--- src/logic/risr_consts.svh ---
`ifndef RISR_CONSTS_SVH
`define RISR_CONSTS_SVH

// Register indices as printed; byte address is four times the index
`define RISR_IDX_MAIN_MASK    8'h14
`define RISR_IDX_TF_MASK      8'h15
`define RISR_IDX_EW_MASK      8'h16
`define RISR_IDX_MAIN_STATUS  8'h17
`define RISR_IDX_TF_STATUS    8'h18
`define RISR_IDX_EW_STATUS    8'h19

// Reset values
`define RISR_RST_MASK         8'h00
`define RISR_RST_STATUS       8'h00

// Main status field positions
`define RISR_MAIN_OSC         7
`define RISR_MAIN_FIFO_LEVEL  6
`define RISR_MAIN_RX_START    5
`define RISR_MAIN_RX_END      4
`define RISR_MAIN_TX_END      3
`define RISR_MAIN_COLLISION   2
`define RISR_MAIN_TF_SUM      1
`define RISR_MAIN_EW_SUM      0

// Bits of main status cleared by its own read
`define RISR_MAIN_RC_MASK     8'hfc
// Main mask bits that exist; summary positions are unused
`define RISR_MAIN_MASK_BITS   8'hfc

`endif

--- src/logic/risr_pkg.sv ---
package risr_pkg;

  // Raw one-cycle event pulses from the front end
  typedef struct packed {
    logic       osc_stable;
    logic       fifo_rx_almost_full;
    logic       fifo_tx_almost_empty;
    logic       rx_start;
    logic       rx_end;
    logic       tx_end;
    logic       bit_collision;
    logic [7:0] timer_field;
    logic       crc_err;
    logic       parity_err;
    logic       soft_framing_flag;
    logic       hard_framing_flag;
    logic       wakeup_timeout_flag;
    logic       amplitude_delta;
    logic       phase_delta;
    logic       capacitance_delta;
  } risr_events_t;

  // Context lines qualifying some events
  typedef struct packed {
    logic receiving;
    logic transmitting;
    logic wakeup_irq_each;
  } risr_ctx_t;

endpackage : risr_pkg

--- src/logic/risr_sticky_reg.sv ---
`timescale 1ns/1ns
// One 8-bit sticky status register with read-to-clear
module risr_sticky_reg #(
  parameter int        WIDTH    = 8,
  parameter logic [7:0] CLR_MASK = 8'hff
) (
  // Clock and reset
  input  wire logic             pclk,
  input  wire logic             presetn,
  // Control
  input  wire logic             soft_clear,
  input  wire logic             read_clear,
  input  wire logic [WIDTH-1:0] set_bits,
  // State
  output      logic [WIDTH-1:0] status_q
);

  logic [WIDTH-1:0] status_d;

  always_comb
  begin
    status_d = status_q;
    if (read_clear)
    begin
      status_d = status_q & ~CLR_MASK[WIDTH-1:0];
    end
    // Set after clear so a simultaneous event survives
    status_d = status_d | set_bits;
    if (soft_clear)
    begin
      status_d = '0;
    end
  end

  always_ff @(posedge pclk or negedge presetn)
  begin
    if (!presetn)
    begin
      status_q <= '0;
    end
    else
    begin
      status_q <= status_d;
    end
  end

endmodule : risr_sticky_reg

--- src/logic/risr_irq_block.sv ---
`timescale 1ns/1ns
`include "risr_consts.svh"
// Behaviour
// - Mask register 0x16 bits: CRC, parity, soft, hard framing, wake timer, amp, phase, cap.
// - Error/wake-up mask reads zero after reset and set-default.
// - Main bit 7 sets when enabled oscillator becomes stable.
// - Main bit 6 sets at FIFO almost-full during reception.
// - Main bit 6 sets at FIFO almost-empty during transmission.
// - Main bits 5..2: receive start, receive end, transmit end, collision.
// - Main bit 1 summarises pending timer/field events.
// - Main bit 0 summarises pending error/wake-up events.
// - All status registers clear at reset and set-default.
// - Reading main status returns value, then clears bits 7..2.
// - Summary bits clear only with their detail register: its read, reset or set-default.
// - Timer/field bits 7..5: command end, no-response, general timer.
// - Timer/field bit 4 field on, bit 3 field off.
// - Timer/field bit 2: external field during collision avoidance.
// - Timer/field bit 1: own field on after guard time.
// - Timer/field bit 0: target recognised initiator bit rate.
// - Reading timer/field status returns value then clears it.
// - Error bits 7..5: CRC, parity, soft framing.
// - Error bit 4: hard framing error.
// - Error bit 3: wake-up timeout when every-timeout option chosen.
// - Reading error/wake-up status returns value then clears it.
// - Mask registers 0x14 and 0x15 for main and timer sources, reset zero.
module risr_irq_block #(
  parameter int ADDR_W = 8
) (
  // Clock and reset
  input  wire logic                   pclk,
  input  wire logic                   presetn,
  // APB slave
  input  wire logic                   psel,
  input  wire logic                   penable,
  input  wire logic                   pwrite,
  input  wire logic [ADDR_W-1:0]      paddr,
  input  wire logic [31:0]            pwdata,
  input  wire logic [3:0]             pstrb,
  output      logic [31:0]            prdata,
  output      logic                   pready,
  output      logic                   pslverr,
  // Event sources
  input  wire risr_pkg::risr_events_t events,
  input  wire risr_pkg::risr_ctx_t    ctx,
  input  wire logic                   osc_enable,
  input  wire logic                   set_default_cmd,
  // Interrupt request
  output      logic                   irq
);

  // ==========================================================
  // Bus decode
  // ==========================================================
  logic [ADDR_W-1:0] word_idx;
  logic              access;
  logic              wr_en;
  logic              rd_en;
  logic              hit_main_mask;
  logic              hit_tf_mask;
  logic              hit_ew_mask;
  logic              hit_main_st;
  logic              hit_tf_st;
  logic              hit_ew_st;
  logic              hit_any;

  assign word_idx = {2'b00, paddr[ADDR_W-1:2]};
  assign access   = psel & penable;
  assign wr_en    = access & pwrite;
  assign rd_en    = access & ~pwrite;
  assign pready   = 1'b1;

  always_comb
  begin
    hit_main_mask = 1'b0;
    hit_tf_mask   = 1'b0;
    hit_ew_mask   = 1'b0;
    hit_main_st   = 1'b0;
    hit_tf_st     = 1'b0;
    hit_ew_st     = 1'b0;
    if (paddr[1:0] != 2'b00)
    begin
      hit_any = 1'b0;
    end
    else if (word_idx == ADDR_W'(`RISR_IDX_MAIN_MASK))
    begin
      hit_main_mask = 1'b1;
    end
    else if (word_idx == ADDR_W'(`RISR_IDX_TF_MASK))
    begin
      hit_tf_mask = 1'b1;
    end
    else if (word_idx == ADDR_W'(`RISR_IDX_EW_MASK))
    begin
      hit_ew_mask = 1'b1;
    end
    else if (word_idx == ADDR_W'(`RISR_IDX_MAIN_STATUS))
    begin
      hit_main_st = 1'b1;
    end
    else if (word_idx == ADDR_W'(`RISR_IDX_TF_STATUS))
    begin
      hit_tf_st = 1'b1;
    end
    else if (word_idx == ADDR_W'(`RISR_IDX_EW_STATUS))
    begin
      hit_ew_st = 1'b1;
    end
    hit_any = hit_main_mask | hit_tf_mask | hit_ew_mask
            | hit_main_st | hit_tf_st | hit_ew_st;
  end

  // Writes to status registers are refused as well as unmapped addresses
  assign pslverr = access & (~hit_any | (pwrite & (hit_main_st | hit_tf_st | hit_ew_st)));

  // ==========================================================
  // Mask registers
  // ==========================================================
  logic [7:0] main_irq_mask_q;
  logic [7:0] timer_field_irq_mask_q;
  logic [7:0] error_wakeup_irq_mask_q;
  logic       mask_wr_ok;

  assign mask_wr_ok = wr_en & pstrb[0];

  always_ff @(posedge pclk or negedge presetn)
  begin
    if (!presetn)
    begin
      main_irq_mask_q <= `RISR_RST_MASK;
    end
    else if (set_default_cmd)
    begin
      main_irq_mask_q <= `RISR_RST_MASK;
    end
    else if (mask_wr_ok && hit_main_mask)
    begin
      main_irq_mask_q <= pwdata[7:0] & `RISR_MAIN_MASK_BITS;
    end
  end

  always_ff @(posedge pclk or negedge presetn)
  begin
    if (!presetn)
    begin
      timer_field_irq_mask_q <= `RISR_RST_MASK;
    end
    else if (set_default_cmd)
    begin
      timer_field_irq_mask_q <= `RISR_RST_MASK;
    end
    else if (mask_wr_ok && hit_tf_mask)
    begin
      timer_field_irq_mask_q <= pwdata[7:0];
    end
  end

  always_ff @(posedge pclk or negedge presetn)
  begin
    if (!presetn)
    begin
      error_wakeup_irq_mask_q <= `RISR_RST_MASK;
    end
    else if (set_default_cmd)
    begin
      error_wakeup_irq_mask_q <= `RISR_RST_MASK;
    end
    else if (mask_wr_ok && hit_ew_mask)
    begin
      error_wakeup_irq_mask_q <= pwdata[7:0];
    end
  end

  // ==========================================================
  // Event capture
  // ==========================================================
  // Oscillator flag only meaningful once software has enabled it
  logic       osc_stable_ev;
  logic [7:0] main_set;
  logic [7:0] tf_set;
  logic [7:0] ew_set;
  logic [7:0] main_status_q;
  logic [7:0] tf_status_q;
  logic [7:0] ew_status_q;
  logic       fifo_level_flag;

  assign osc_stable_ev = events.osc_stable & osc_enable;
  assign fifo_level_flag = (events.fifo_rx_almost_full & ctx.receiving)
                         | (events.fifo_tx_almost_empty & ctx.transmitting);

  always_comb
  begin
    main_set = 8'h00;
    main_set[`RISR_MAIN_OSC]        = osc_stable_ev;
    main_set[`RISR_MAIN_FIFO_LEVEL] = fifo_level_flag;
    main_set[`RISR_MAIN_RX_START]   = events.rx_start;
    main_set[`RISR_MAIN_RX_END]     = events.rx_end;
    main_set[`RISR_MAIN_TX_END]     = events.tx_end;
    main_set[`RISR_MAIN_COLLISION]  = events.bit_collision;
  end

  // Bit 7 command end .. bit 0 bit-rate recognised, in register order
  assign tf_set = events.timer_field;

  assign ew_set = {events.crc_err,
                   events.parity_err,
                   events.soft_framing_flag,
                   events.hard_framing_flag,
                   events.wakeup_timeout_flag & ctx.wakeup_irq_each,
                   events.amplitude_delta,
                   events.phase_delta,
                   events.capacitance_delta};

  // ==========================================================
  // Read-clear guard
  // ==========================================================
  // An event landing at the setup edge is missing from prdata, so the clear keeps it
  logic [7:0] main_keep;
  logic [7:0] tf_keep;
  logic [7:0] ew_keep;

  always_comb
  begin
    main_keep = 8'h00;
    tf_keep   = 8'h00;
    ew_keep   = 8'h00;
    if (rd_en && hit_main_st)
    begin
      main_keep = main_status_q & ~prdata[7:0];
    end
    if (rd_en && hit_tf_st)
    begin
      tf_keep = tf_status_q & ~prdata[7:0];
    end
    if (rd_en && hit_ew_st)
    begin
      ew_keep = ew_status_q & ~prdata[7:0];
    end
  end

  // ==========================================================
  // Status registers
  // ==========================================================
  // Read-clear happens at the access edge, after the value was returned
  risr_sticky_reg #(
    .WIDTH    (8),
    .CLR_MASK (`RISR_MAIN_RC_MASK)
  ) u_main_status (
    .pclk       (pclk),
    .presetn    (presetn),
    .soft_clear (set_default_cmd),
    .read_clear (rd_en & hit_main_st),
    .set_bits   (main_set | main_keep),
    .status_q   (main_status_q)
  );

  risr_sticky_reg #(
    .WIDTH    (8),
    .CLR_MASK (8'hff)
  ) u_tf_status (
    .pclk       (pclk),
    .presetn    (presetn),
    .soft_clear (set_default_cmd),
    .read_clear (rd_en & hit_tf_st),
    .set_bits   (tf_set | tf_keep),
    .status_q   (tf_status_q)
  );

  risr_sticky_reg #(
    .WIDTH    (8),
    .CLR_MASK (8'hff)
  ) u_ew_status (
    .pclk       (pclk),
    .presetn    (presetn),
    .soft_clear (set_default_cmd),
    .read_clear (rd_en & hit_ew_st),
    .set_bits   (ew_set | ew_keep),
    .status_q   (ew_status_q)
  );

  // Summary bits follow detail registers, so they clear only when those are read, reset or set to default
  logic [7:0] main_view;

  always_comb
  begin
    main_view = main_status_q & `RISR_MAIN_RC_MASK;
    main_view[`RISR_MAIN_TF_SUM] = |tf_status_q;
    main_view[`RISR_MAIN_EW_SUM] = |ew_status_q;
  end

  // ==========================================================
  // Read data and interrupt
  // ==========================================================
  always_ff @(posedge pclk or negedge presetn)
  begin
    if (!presetn)
    begin
      prdata <= 32'h0000_0000;
    end
    else if (psel && !penable && !pwrite)
    begin
      if (hit_main_mask)
      begin
        prdata <= {24'h00_0000, main_irq_mask_q};
      end
      else if (hit_tf_mask)
      begin
        prdata <= {24'h00_0000, timer_field_irq_mask_q};
      end
      else if (hit_ew_mask)
      begin
        prdata <= {24'h00_0000, error_wakeup_irq_mask_q};
      end
      else if (hit_main_st)
      begin
        prdata <= {24'h00_0000, main_view};
      end
      else if (hit_tf_st)
      begin
        prdata <= {24'h00_0000, tf_status_q};
      end
      else if (hit_ew_st)
      begin
        prdata <= {24'h00_0000, ew_status_q};
      end
      else
      begin
        prdata <= 32'h0000_0000;
      end
    end
  end

  // Registered so the pin is glitch free toward the host
  always_ff @(posedge pclk or negedge presetn)
  begin
    if (!presetn)
    begin
      irq <= 1'b0;
    end
    else
    begin
      irq <= |(main_status_q & ~main_irq_mask_q & `RISR_MAIN_RC_MASK)
           | |(tf_status_q & ~timer_field_irq_mask_q)
           | |(ew_status_q & ~error_wakeup_irq_mask_q);
    end
  end

endmodule : risr_irq_block

--- config.mk ---
export PLATFORM = sky130hd
export DESIGN_NAME = risr_irq_block
export DESIGN_NICKNAME = d
export VERILOG_FILES = /design/src/logic/risr_pkg.sv /design/src/logic/risr_sticky_reg.sv /design/src/logic/risr_irq_block.sv
export VERILOG_INCLUDE_DIRS = /design/src /design/src/logic
export SDC_FILE = /design/constraint.sdc
export NUM_CORES = 1
export LEC_CHECK = 0
export BUFFER_PORTS_ARGS = -buffer_cell sky130_fd_sc_hd__buf_2
export CAP_MARGIN = 20
export CORE_ASPECT_RATIO = 1.2
export CORE_MARGIN = 2
export CORE_UTILIZATION = 38
export DETAILED_ROUTE_END_ITERATION = 7
export PLACE_DENSITY = 0.64
export SYNTH_ARGS = -nofsm -noshare
export SYNTH_HDL_FRONTEND = slang
export SYNTH_SLANG_ARGS = --single-unit
--- constraint.sdc ---
create_clock -name pclk -period 1.45 [get_ports pclk]
set_clock_uncertainty 0.1 [all_clocks]
set_input_delay 0.0725 -clock pclk [delete_from_list [all_inputs] [get_ports pclk]]
set_output_delay 0.0725 -clock pclk [all_outputs]
set_load 0.01 [all_outputs]
Word-level counts from Yosys, hierarchy flattened
Index checks and enable logic that the tools add are counted.

Bits in registers: 81. Input bits: 77. Logic and storage cells: 123.

Equality and inequality tests: 6. Multiplexer cells: 48. Bitwise logic cells: 42. Reduce and logical (&&, ||, !) cells: 19.

Operator list (number): $mux W8 (21); $and A8 B8 Y8 (6); $or A8 B8 Y8 (6); $eq A6 B5 Y1 const B (6); $not A8 Y8 (4); $reduce_or A8 Y1 (4); $mux W1 (27); $and A1 B1 Y1 (13); $or A1 B1 Y1 (11); $logic_and A1 B1 Y1 (8); $reduce_bool A2 Y1 (4); $reduce_or A6 Y1 (1); $logic_not A1 Y1 (2); $not A1 Y1 (2).

Logic depth before layout (Yosys ltp)
Gate-level depths: netlist of run 1.

Word-level depth: 14. Mapped depth: 6. Depth with buffers taken out: 4.

Modules after synthesis
From an unflattened synthesis of run 1, not the netlist that was laid out.

Cell total of the unflattened synthesis: 384. Area total of the unflattened synthesis: 3415.8 um2.

By module, submodules not included: risr_irq_block (instances 1, cells each 287, area each 2406.1 um2, seq. area each 775.7 um2); risr_sticky_reg at u_ew_status ... (instances 2, cells each 33, area each 344.1 um2, seq. area each 200.2 um2); risr_sticky_reg at u_main_status (instances 1, cells each 31, area each 321.6 um2, seq. area each 200.2 um2).

Worst setup path after synthesis of run 1
No wires, ideal clock.

Path type: input-to-reg. Start: input paddr[7]. End: register error_wakeup_irq_mask_q[0]. Arrival time: 1.615 ns. Data required time: 1.218 ns. Slack: -0.396 ns. Stages: 5. Path through: or4b_1 > buf_6 > nor4_4 > mux2i_1 > nor2_1.

Longest elaborated chain between the ends: 7. Elaborated cells between the ends (all ways): 9. Classes of those cells: 3 x eq/ne; 4 x mux; 2 x reduce/logical.

RTL lines: from (decl) (line risr_irq_block.sv:36) `input wire logic [ADDR_W-1:0] paddr,`; $eq A6 B5 Y1 (line risr_irq_block.sv:92) `` else if (word_idx == ADDR_W'(`RISR_IDX_EW_MASK)) ``; $mux W1 (line risr_irq_block.sv:92); $mux W1 (line risr_irq_block.sv:88) `` else if (word_idx == ADDR_W'(`RISR_IDX_TF_MASK)) ``; $mux W1 * (line risr_irq_block.sv:84) `` else if (word_idx == ADDR_W'(`RISR_IDX_MAIN_MASK)) ``; $mux W1 * (line risr_irq_block.sv:80) `if (paddr[1:0] != 2'b00)`; $logic_and A1 B1 Y1 * (line risr_irq_block.sv:167) `else if (mask_wr_ok && hit_ew_mask)`; $reduce_bool A2 Y1 (no line) *; to (signal assigned) (line risr_irq_block.sv:161) `` error_wakeup_irq_mask_q <= `RISR_RST_MASK; ``; to (signal assigned) (line risr_irq_block.sv:165) `` error_wakeup_irq_mask_q <= `RISR_RST_MASK; ``; to (signal assigned) (line risr_irq_block.sv:169) `error_wakeup_irq_mask_q <= pwdata[7:0];`; to (decl) (line risr_irq_block.sv:120) `logic [7:0] error_wakeup_irq_mask_q;`.

Mark *: on every way between the ends. The rest lies on a longest branch, timed or not. A chain may end at the register's enable or synchronous reset.

Worst setup path after layout of run 1
Start: register u_tf_status.status_q[3]. End: register irq.

Longest elaborated chain between the ends: 4.

RTL lines: from (decl) (line risr_sticky_reg.sv:15) `output logic [WIDTH-1:0] status_q`; from (signal assigned) (line risr_sticky_reg.sv:43) `status_q <= status_d;`; $and A8 B8 Y8 (line risr_irq_block.sv:342) `| |(tf_status_q & ~timer_field_irq_mask_q)`; $reduce_or A8 Y1 (line risr_irq_block.sv:342); $or A1 B1 Y1 (2 in series) (line risr_irq_block.sv:341) `` irq <= |(main_status_q & ~main_irq_mask_q & `RISR_MAIN_RC_MASK) ``; to (signal assigned) (line risr_irq_block.sv:341); to (decl) (line risr_irq_block.sv:48) `output logic irq`.

Every way passes these cells.

==> metrics.txt, run 1 <==
Final min period=1.62 ns; layout cell share with drive strength beyond 1=0.335; FP Rows=36; Clk Latency, worst-skew pair=about 0.31 ns; top cells by area, synth=dfrtp_1 41%, mux2i_1 8.1%, nor2_1 6.1%, buf_4 5.8%, nand4_1 5.3%; Buf/Inv on CP=0; Switch Pwr=around 0.00096 W; dpl cells=around 580; DR iter-0 viols=230; Worst Path Max Fanout=2; Clock transition at path regs=about 0.1 ns; peak supply drop=between 0.3 and 0.4 mV; Seq/Total Area, Yosys=0.413; slowest cell delay on critical path=0.43 ns; final setup vio count=3; Fill cells=slightly above 700; Distinct cells, synth=47; Initial Utilization=0.394; GRT Total Usage=0.219; RSZ-0062 raised after global routing=true; DRC Markers=0; Slowest-stage cell, CP=dfrtp_1; syn avg cell area=about 9 um2; # nets final=a little under 600; Final period util=1.12; Area Overhead vs Synth=48.9%; FMAX=0.617 GHz; Sink Count=53; CTS HTree Levels=2; most frequent cells in the layout=67 x buf_4, 59 x buf_2, 53 x dfrtp_1; final worst setup slack=-0.170 ns; register area=about 0.0013 mm2; final core occ=0.586; via count=3,330; Leakage=between 2 and 2.5 nW; Post-synth EDFFs=0; ys async rst share=1.00; cell family with most CP delay=compound AO/OA/AOI/OAI gates; failing checks=negative setup slack; number of synthesis warnings=0; vias in the first global route=about 3,100; diode count=0; initial antenna violation count=0; DR vias/cell=roughly 5.3; Post-synth top flop=dfrtp_1; DR WL/cell=roughly 16 um; HP Class=in -> reg; Sequential Power Share=0.508; Sw Share=0.300; Antenna Nets Post-Route=0; CP required=1.52 ns; Max Buffers Root-to-Sink=2; first-pass GRT wire length=between 15 and 20 mm; gp weighted congestion=around 0.85; critical path class=reg -> reg; boundary pin count=about 110; Die Span Y=between 100 and 150 um; Die X=between 80 and 90 um; status=finished, violations left; Synth Cell Area=approximately 0.0032 mm2; FF+latch count, synth=between 50 and 60; post-DP HPWL=roughly 7.3 mm; Critical Path Start Type=register; commonest non-fill, non-tap cell in the layout=buf_4; Cell Chain, Critical Path=nor2b_1 -> a2111o_1 -> a2111oi_4 -> nand3_1; GRT Residual Overflow=0; port bufs=around 60; CTS tree=yes; area of the multi-input gates=approximately 0.0018 mm2; DRT Wirelength=10.1 mm; Finished Layout Cells=about 630; power share of the combinational group=0.225; Hold Vio Cnt, Final=0; total chip power=approximately 0.0032 W; clock power share=0.267; Die ar.=between 0.009 and 0.01 mm2; CORE AREA=0.00815 mm2; Root Buffer=clkbuf_8; CTS buffer count=5; Crit. End Element=register; PD cells=about 670 mW/mm2; WHS=between 0.07 and 0.08 ns; Cells after Synth=353; Detailed Routing Iterations Pass 1=5; largest net degree at the start of global routing=54; Pint=around 0.0022 W; post-synth top area share=0.413; Critical Path AT=approximately 1.7 ns; max cap viols=0; post-synth top area cell=dfrtp_1; max-slew violations=0
[routing by layer]
metal,share of wire,up-vias,global-route usage,wire length (um)
li1,-,1550,-,-
met1,0.42,1592,0.299,4260
met2,0.50,164,0.357,5020
met3,0.059,24,0.0316,597
met4,0.023,0,0.0648,235
met5,0,-,0,0
[through the flow]
step	setup TNS, ns	area, um2	setup WS, ns
floorplan	-6.26	3340	-0.320
CTS	-0.204	4680	-0.177
finish	-0.212	4780	-0.170
global route	-0.428	4780	-0.207
detailed placement	-10.51	4160	-0.350
global placement	-10.45	4160	-0.322
[cell type report]
cell class,count,area share
Clock buffer,5,0.0144
Sequential cell,53,0.277
Timing Repair Buffer,174,0.285
Multi-Input combinational cell,261,0.378
Clock inverter,3,0.00366
Tap cell,114,0.0298
Inverter,15,0.0118
[flip-flops by register name, indices dropped and copies added, names as in the netlist]
register and count:
prdata 8, error_wakeup_irq_mask_q 8, u_ew_status.status_q 8, main_irq_mask_q 6, u_tf_status.status_q 8, u_main_status.status_q 6, irq 1, timer_field_irq_mask_q 8
[worst register-to-register path: stages, from the launching register on]
cell and delay, ns:
dfrtp_1 0.43, nor2b_1 0.16, a2111o_1 0.43, a2111oi_4 0.21, nand3_1 0.15
[synthesized netlist by cell type, types with 6 or more instances]
| cell type | n |
|---|---|
| o21ai_0 | 9 |
| clkbuf_1 | 20 |
| nand2_1 | 11 |
| a2111oi_0 | 6 |
| buf_4 | 25 |
| a21oi_1 | 22 |
| nor2b_1 | 12 |
| dfrtp_1 | 53 |
| a31oi_1 | 8 |
| nand4_1 | 27 |
| mux2i_1 | 26 |
| inv_1 | 15 |
| o22ai_1 | 9 |
| nor2_1 | 52 |
[cells by family (layout without fill, tap and decap cells)]
kind of cell	Yosys count	count (layout)	share of synthesized area
and+or+nand+nor	133	133	0.236
AOI/OAI and AO/OA	73	73	0.150
buffers and inverters	62	197	0.104
DFF	53	53	0.413
muxes	30	30	0.0951
other	2	25	0.00234
[power groups by stage]
stage	clock network [W]	registers, W	logic, W
5_1_grt	0.000924	0.00163	0.000777
3_3_place_gp	0	0.00164	0.000583
3_5_place_dp	0	0.00164	0.000593
4_1_cts	0.000861	0.00162	0.000685
2_1_floorplan	0	0.00163	0.000307
6_report	0.000851	0.00162	0.000719
[repair_timing]
| action | in CTS | in global routing |
|---|---|---|
| hold buffers | 36 | 0 |
| resized for setup | 13 | 12 |
| pin swaps | 7 | 13 |
| setup buffers | 1 | 4 |
| setup endpoints to repair | 6 | 23 |
| endpoints found under the hold margin | 97 | 0 |
[worst paths after layout]
kind                       cells past startpoint                      start  slack [ns]                   endpoint
max                                            4    u_tf_status.status_q[3]       -0.17                        irq
min                                            3            set_default_cmd        0.08  u_main_status.status_q[2]
max reg2reg                                    4    u_tf_status.status_q[3]       -0.17                        irq
min reg2reg                                    2  timer_field_irq_mask_q[1]        0.43  timer_field_irq_mask_q[1]
max in group asynchronous                      3                    presetn        0.84         main_irq_mask_q[7]
min in group asynchronous                      3                    presetn        0.18    u_ew_status.status_q[3]
Note: power is estimated with default switching activity, not from simulation.
==> run 2, diff against run 1 <==
--- a/config.mk
+++ b/config.mk
@@ -10,9 +10,9 @@
 export CAP_MARGIN = 20
 export CORE_ASPECT_RATIO = 1.2
 export CORE_MARGIN = 2
-export CORE_UTILIZATION = 38
+export CORE_UTILIZATION = 35
 export DETAILED_ROUTE_END_ITERATION = 7
-export PLACE_DENSITY = 0.64
+export PLACE_DENSITY = 0.6
 export SYNTH_ARGS = -nofsm -noshare
 export SYNTH_HDL_FRONTEND = slang
 export SYNTH_SLANG_ARGS = --single-unit
==> run 2 against run 1 <==
Worst setup slack gained 0.082 ns. The run still ends with negative setup slack left. Die area grew 8.2%. Critical path type unchanged. First-iteration DRC count grew 4.3%. Core utilization shrank 5.3 points. Largest power group unchanged. Sequential share of layout area is essentially flat.
==> metrics.txt, run 2 (synthesis gave the netlist of run 1 again) <==
Fill cells=~800; DRT Wirelength=about 10 mm; DRC Markers=0; Critical Path AT=between 1.5 and 2 ns; Die ar.=between 0.009 and 0.01 mm2; Leakage=about 2.1 nW; vias in the first global route=roughly 3,200; CTS HTree Levels=2; FMAX=~0.65 GHz; Sw Share=0.278; CP required=roughly 1.5 ns; DR iter-0 viols=240; max-slew violations=0; Switch Pwr=a little over 0.0009 W; Clock transition at path regs=~0.10 ns; Worst Path Max Fanout=2; boundary pin count=112; status=finished, violations left; first-pass GRT wire length=between 15 and 20 mm; initial antenna violation count=0; Setup TNS Final=-0.168 ns; peak supply drop=~0.42 mV; RSZ-0062 raised after global routing=true; diode count=0; critical path class=reg -> reg; Final period util=1.06; GRT Residual Overflow=0; # nets final=about 580; hold path cells=3; via count=approximately 3,200; DR vias/cell=between 5 and 6; final setup vio count=4; largest net degree at the start of global routing=54; Sink Count=53; GRT Total Usage=0.204; gp weighted congestion=approximately 0.85; max cap viols=0; final instance area=approximately 0.0048 mm2; port bufs=59; Pint=0.00241 W; power share of the combinational group=0.212; final worst setup slack=-0.0886 ns; CTS buffer count=5; FF-to-FF path depth=4; Die Span Y=109 um; Initial Utilization=0.357; most frequent cells in the layout=61 x buf_4, 57 x buf_2, 52 x nor2_1; CORE AREA=0.00899 mm2; Clk Latency, worst-skew pair=around 0.31 ns; commonest non-fill, non-tap cell in the layout=buf_4; Sequential Power Share=0.484; Crit. End Element=register; CTS tree=yes; HP Class=in -> reg; Antenna Nets Post-Route=0; layout cell share with drive strength beyond 1=0.336; clock power share=0.304; Crit Reg-Reg Startpoint=u_ew_status.status_q[2]; failing checks=negative setup slack; PD cells=698 mW/mm2; reg-to-reg endpoint=irq; Hold Vio Cnt, Final=0; Final min period=roughly 1.5 ns; Critical Path Start Type=register; flop2flop setup slack=-0.09 ns; post-DP HPWL=7.21 mm; DR WL/cell=15.9 um; hold endpoint=timer_field_irq_mask_q[4]; Area Overhead vs Synth=49.2%; Post-Place Cell Area=between 0.004 and 0.005 mm2; Root Buffer=clkbuf_8; Die X=between 90 and 100 um; Detailed Routing Iterations Pass 1=7; Hold Path Origin=set_default_cmd; Max Buffers Root-to-Sink=2; FP Rows=38
==> run 2: changes by cell type in the layout (fill, tap and decap cells not counted), sizes merged <==
cell / previous run / this run
clkinv: 2 / 1
buf: 138 / 133
bufinv: 0 / 1
==> run 2: critical path, cell delays in order (launching register included) <==
cell       delay [ns]
dfrtp_1          0.44
nor2b_4          0.14
a2111o_1         0.35
a2111oi_2        0.23
nand3_1          0.14
==> run 2: worst max path at each step <==
stage | from | end | slack, ns | cells past startpoint
after floorplan | paddr[7] | timer_field_irq_mask_q[0] | -0.32 | 5
after global placement | paddr[7] | main_irq_mask_q[3] | -0.33 | 6
after detailed placement | paddr[7] | timer_field_irq_mask_q[3] | -0.36 | 6
after CTS | u_main_status.status_q[5] | irq | -0.1 | 4
after global routing | u_ew_status.status_q[7] | prdata[0] | -0.17 | 5
final | u_ew_status.status_q[2] | irq | -0.09 | 4
==> run 2: power by group through the flow <==
stage          combinational, W  clock, W  sequential [W]
6_report               0.000710   0.00102         0.00162
5_1_grt                0.000771   0.00110         0.00163
4_1_cts                0.000670   0.00106         0.00161
3_5_place_dp           0.000580         0         0.00164
3_3_place_gp           0.000572         0         0.00164
2_1_floorplan          0.000307         0         0.00163
==> run 2: final cells by class <==
| cell class | instances | area [um2] | share of cell area |
|---|---|---|---|
| Clock buffer | 5 | 68.8 | 0.0144 |
| Clock inverter | 3 | 46.3 | 0.00966 |
| Inverter | 15 | 56.3 | 0.0118 |
| Multi-Input combinational cell | 261 | 1790 | 0.373 |
| Sequential cell | 53 | 1330 | 0.277 |
| Tap cell | 120 | 150 | 0.0313 |
| Timing Repair Buffer | 169 | 1350 | 0.282 |
==> run 2: timing repair <==
item / in CTS / in global routing
endpoints found under the hold margin: 97 / 0
hold buffers: 36 / 0
resized for setup: 11 / 19
setup buffers: 1 / 6
pin swaps: 8 / 12
setup endpoints to repair: 8 / 25
==> run 2: metrics by stage <==
step,utilization,power (W),std cells,worst slack (ns),hold WS (ns)
2_1_floorplan,-,0.00193,376,-0.320,-0.323
3_3_place_gp,0.458,0.00221,575,-0.327,-0.0118
3_5_place_dp,0.458,0.00222,575,-0.356,-0.0128
4_1_cts,0.517,0.00334,620,-0.0991,0.0784
5_1_grt,0.533,0.00350,626,-0.171,0.0995
6_report,0.533,0.00334,626,-0.0886,0.0693
==> run 2: routing by layer <==
| layer | track usage | share of wire | vias to the layer above |
|---|---|---|---|
| met4 | 0.0963 | 0.027 | 0 |
| met3 | 0.0235 | 0.046 | 16 |
| met1 | 0.261 | 0.44 | 1555 |
| met2 | 0.347 | 0.49 | 122 |
| met5 | 0 | 0 | - |
| li1 | - | - | 1541 |
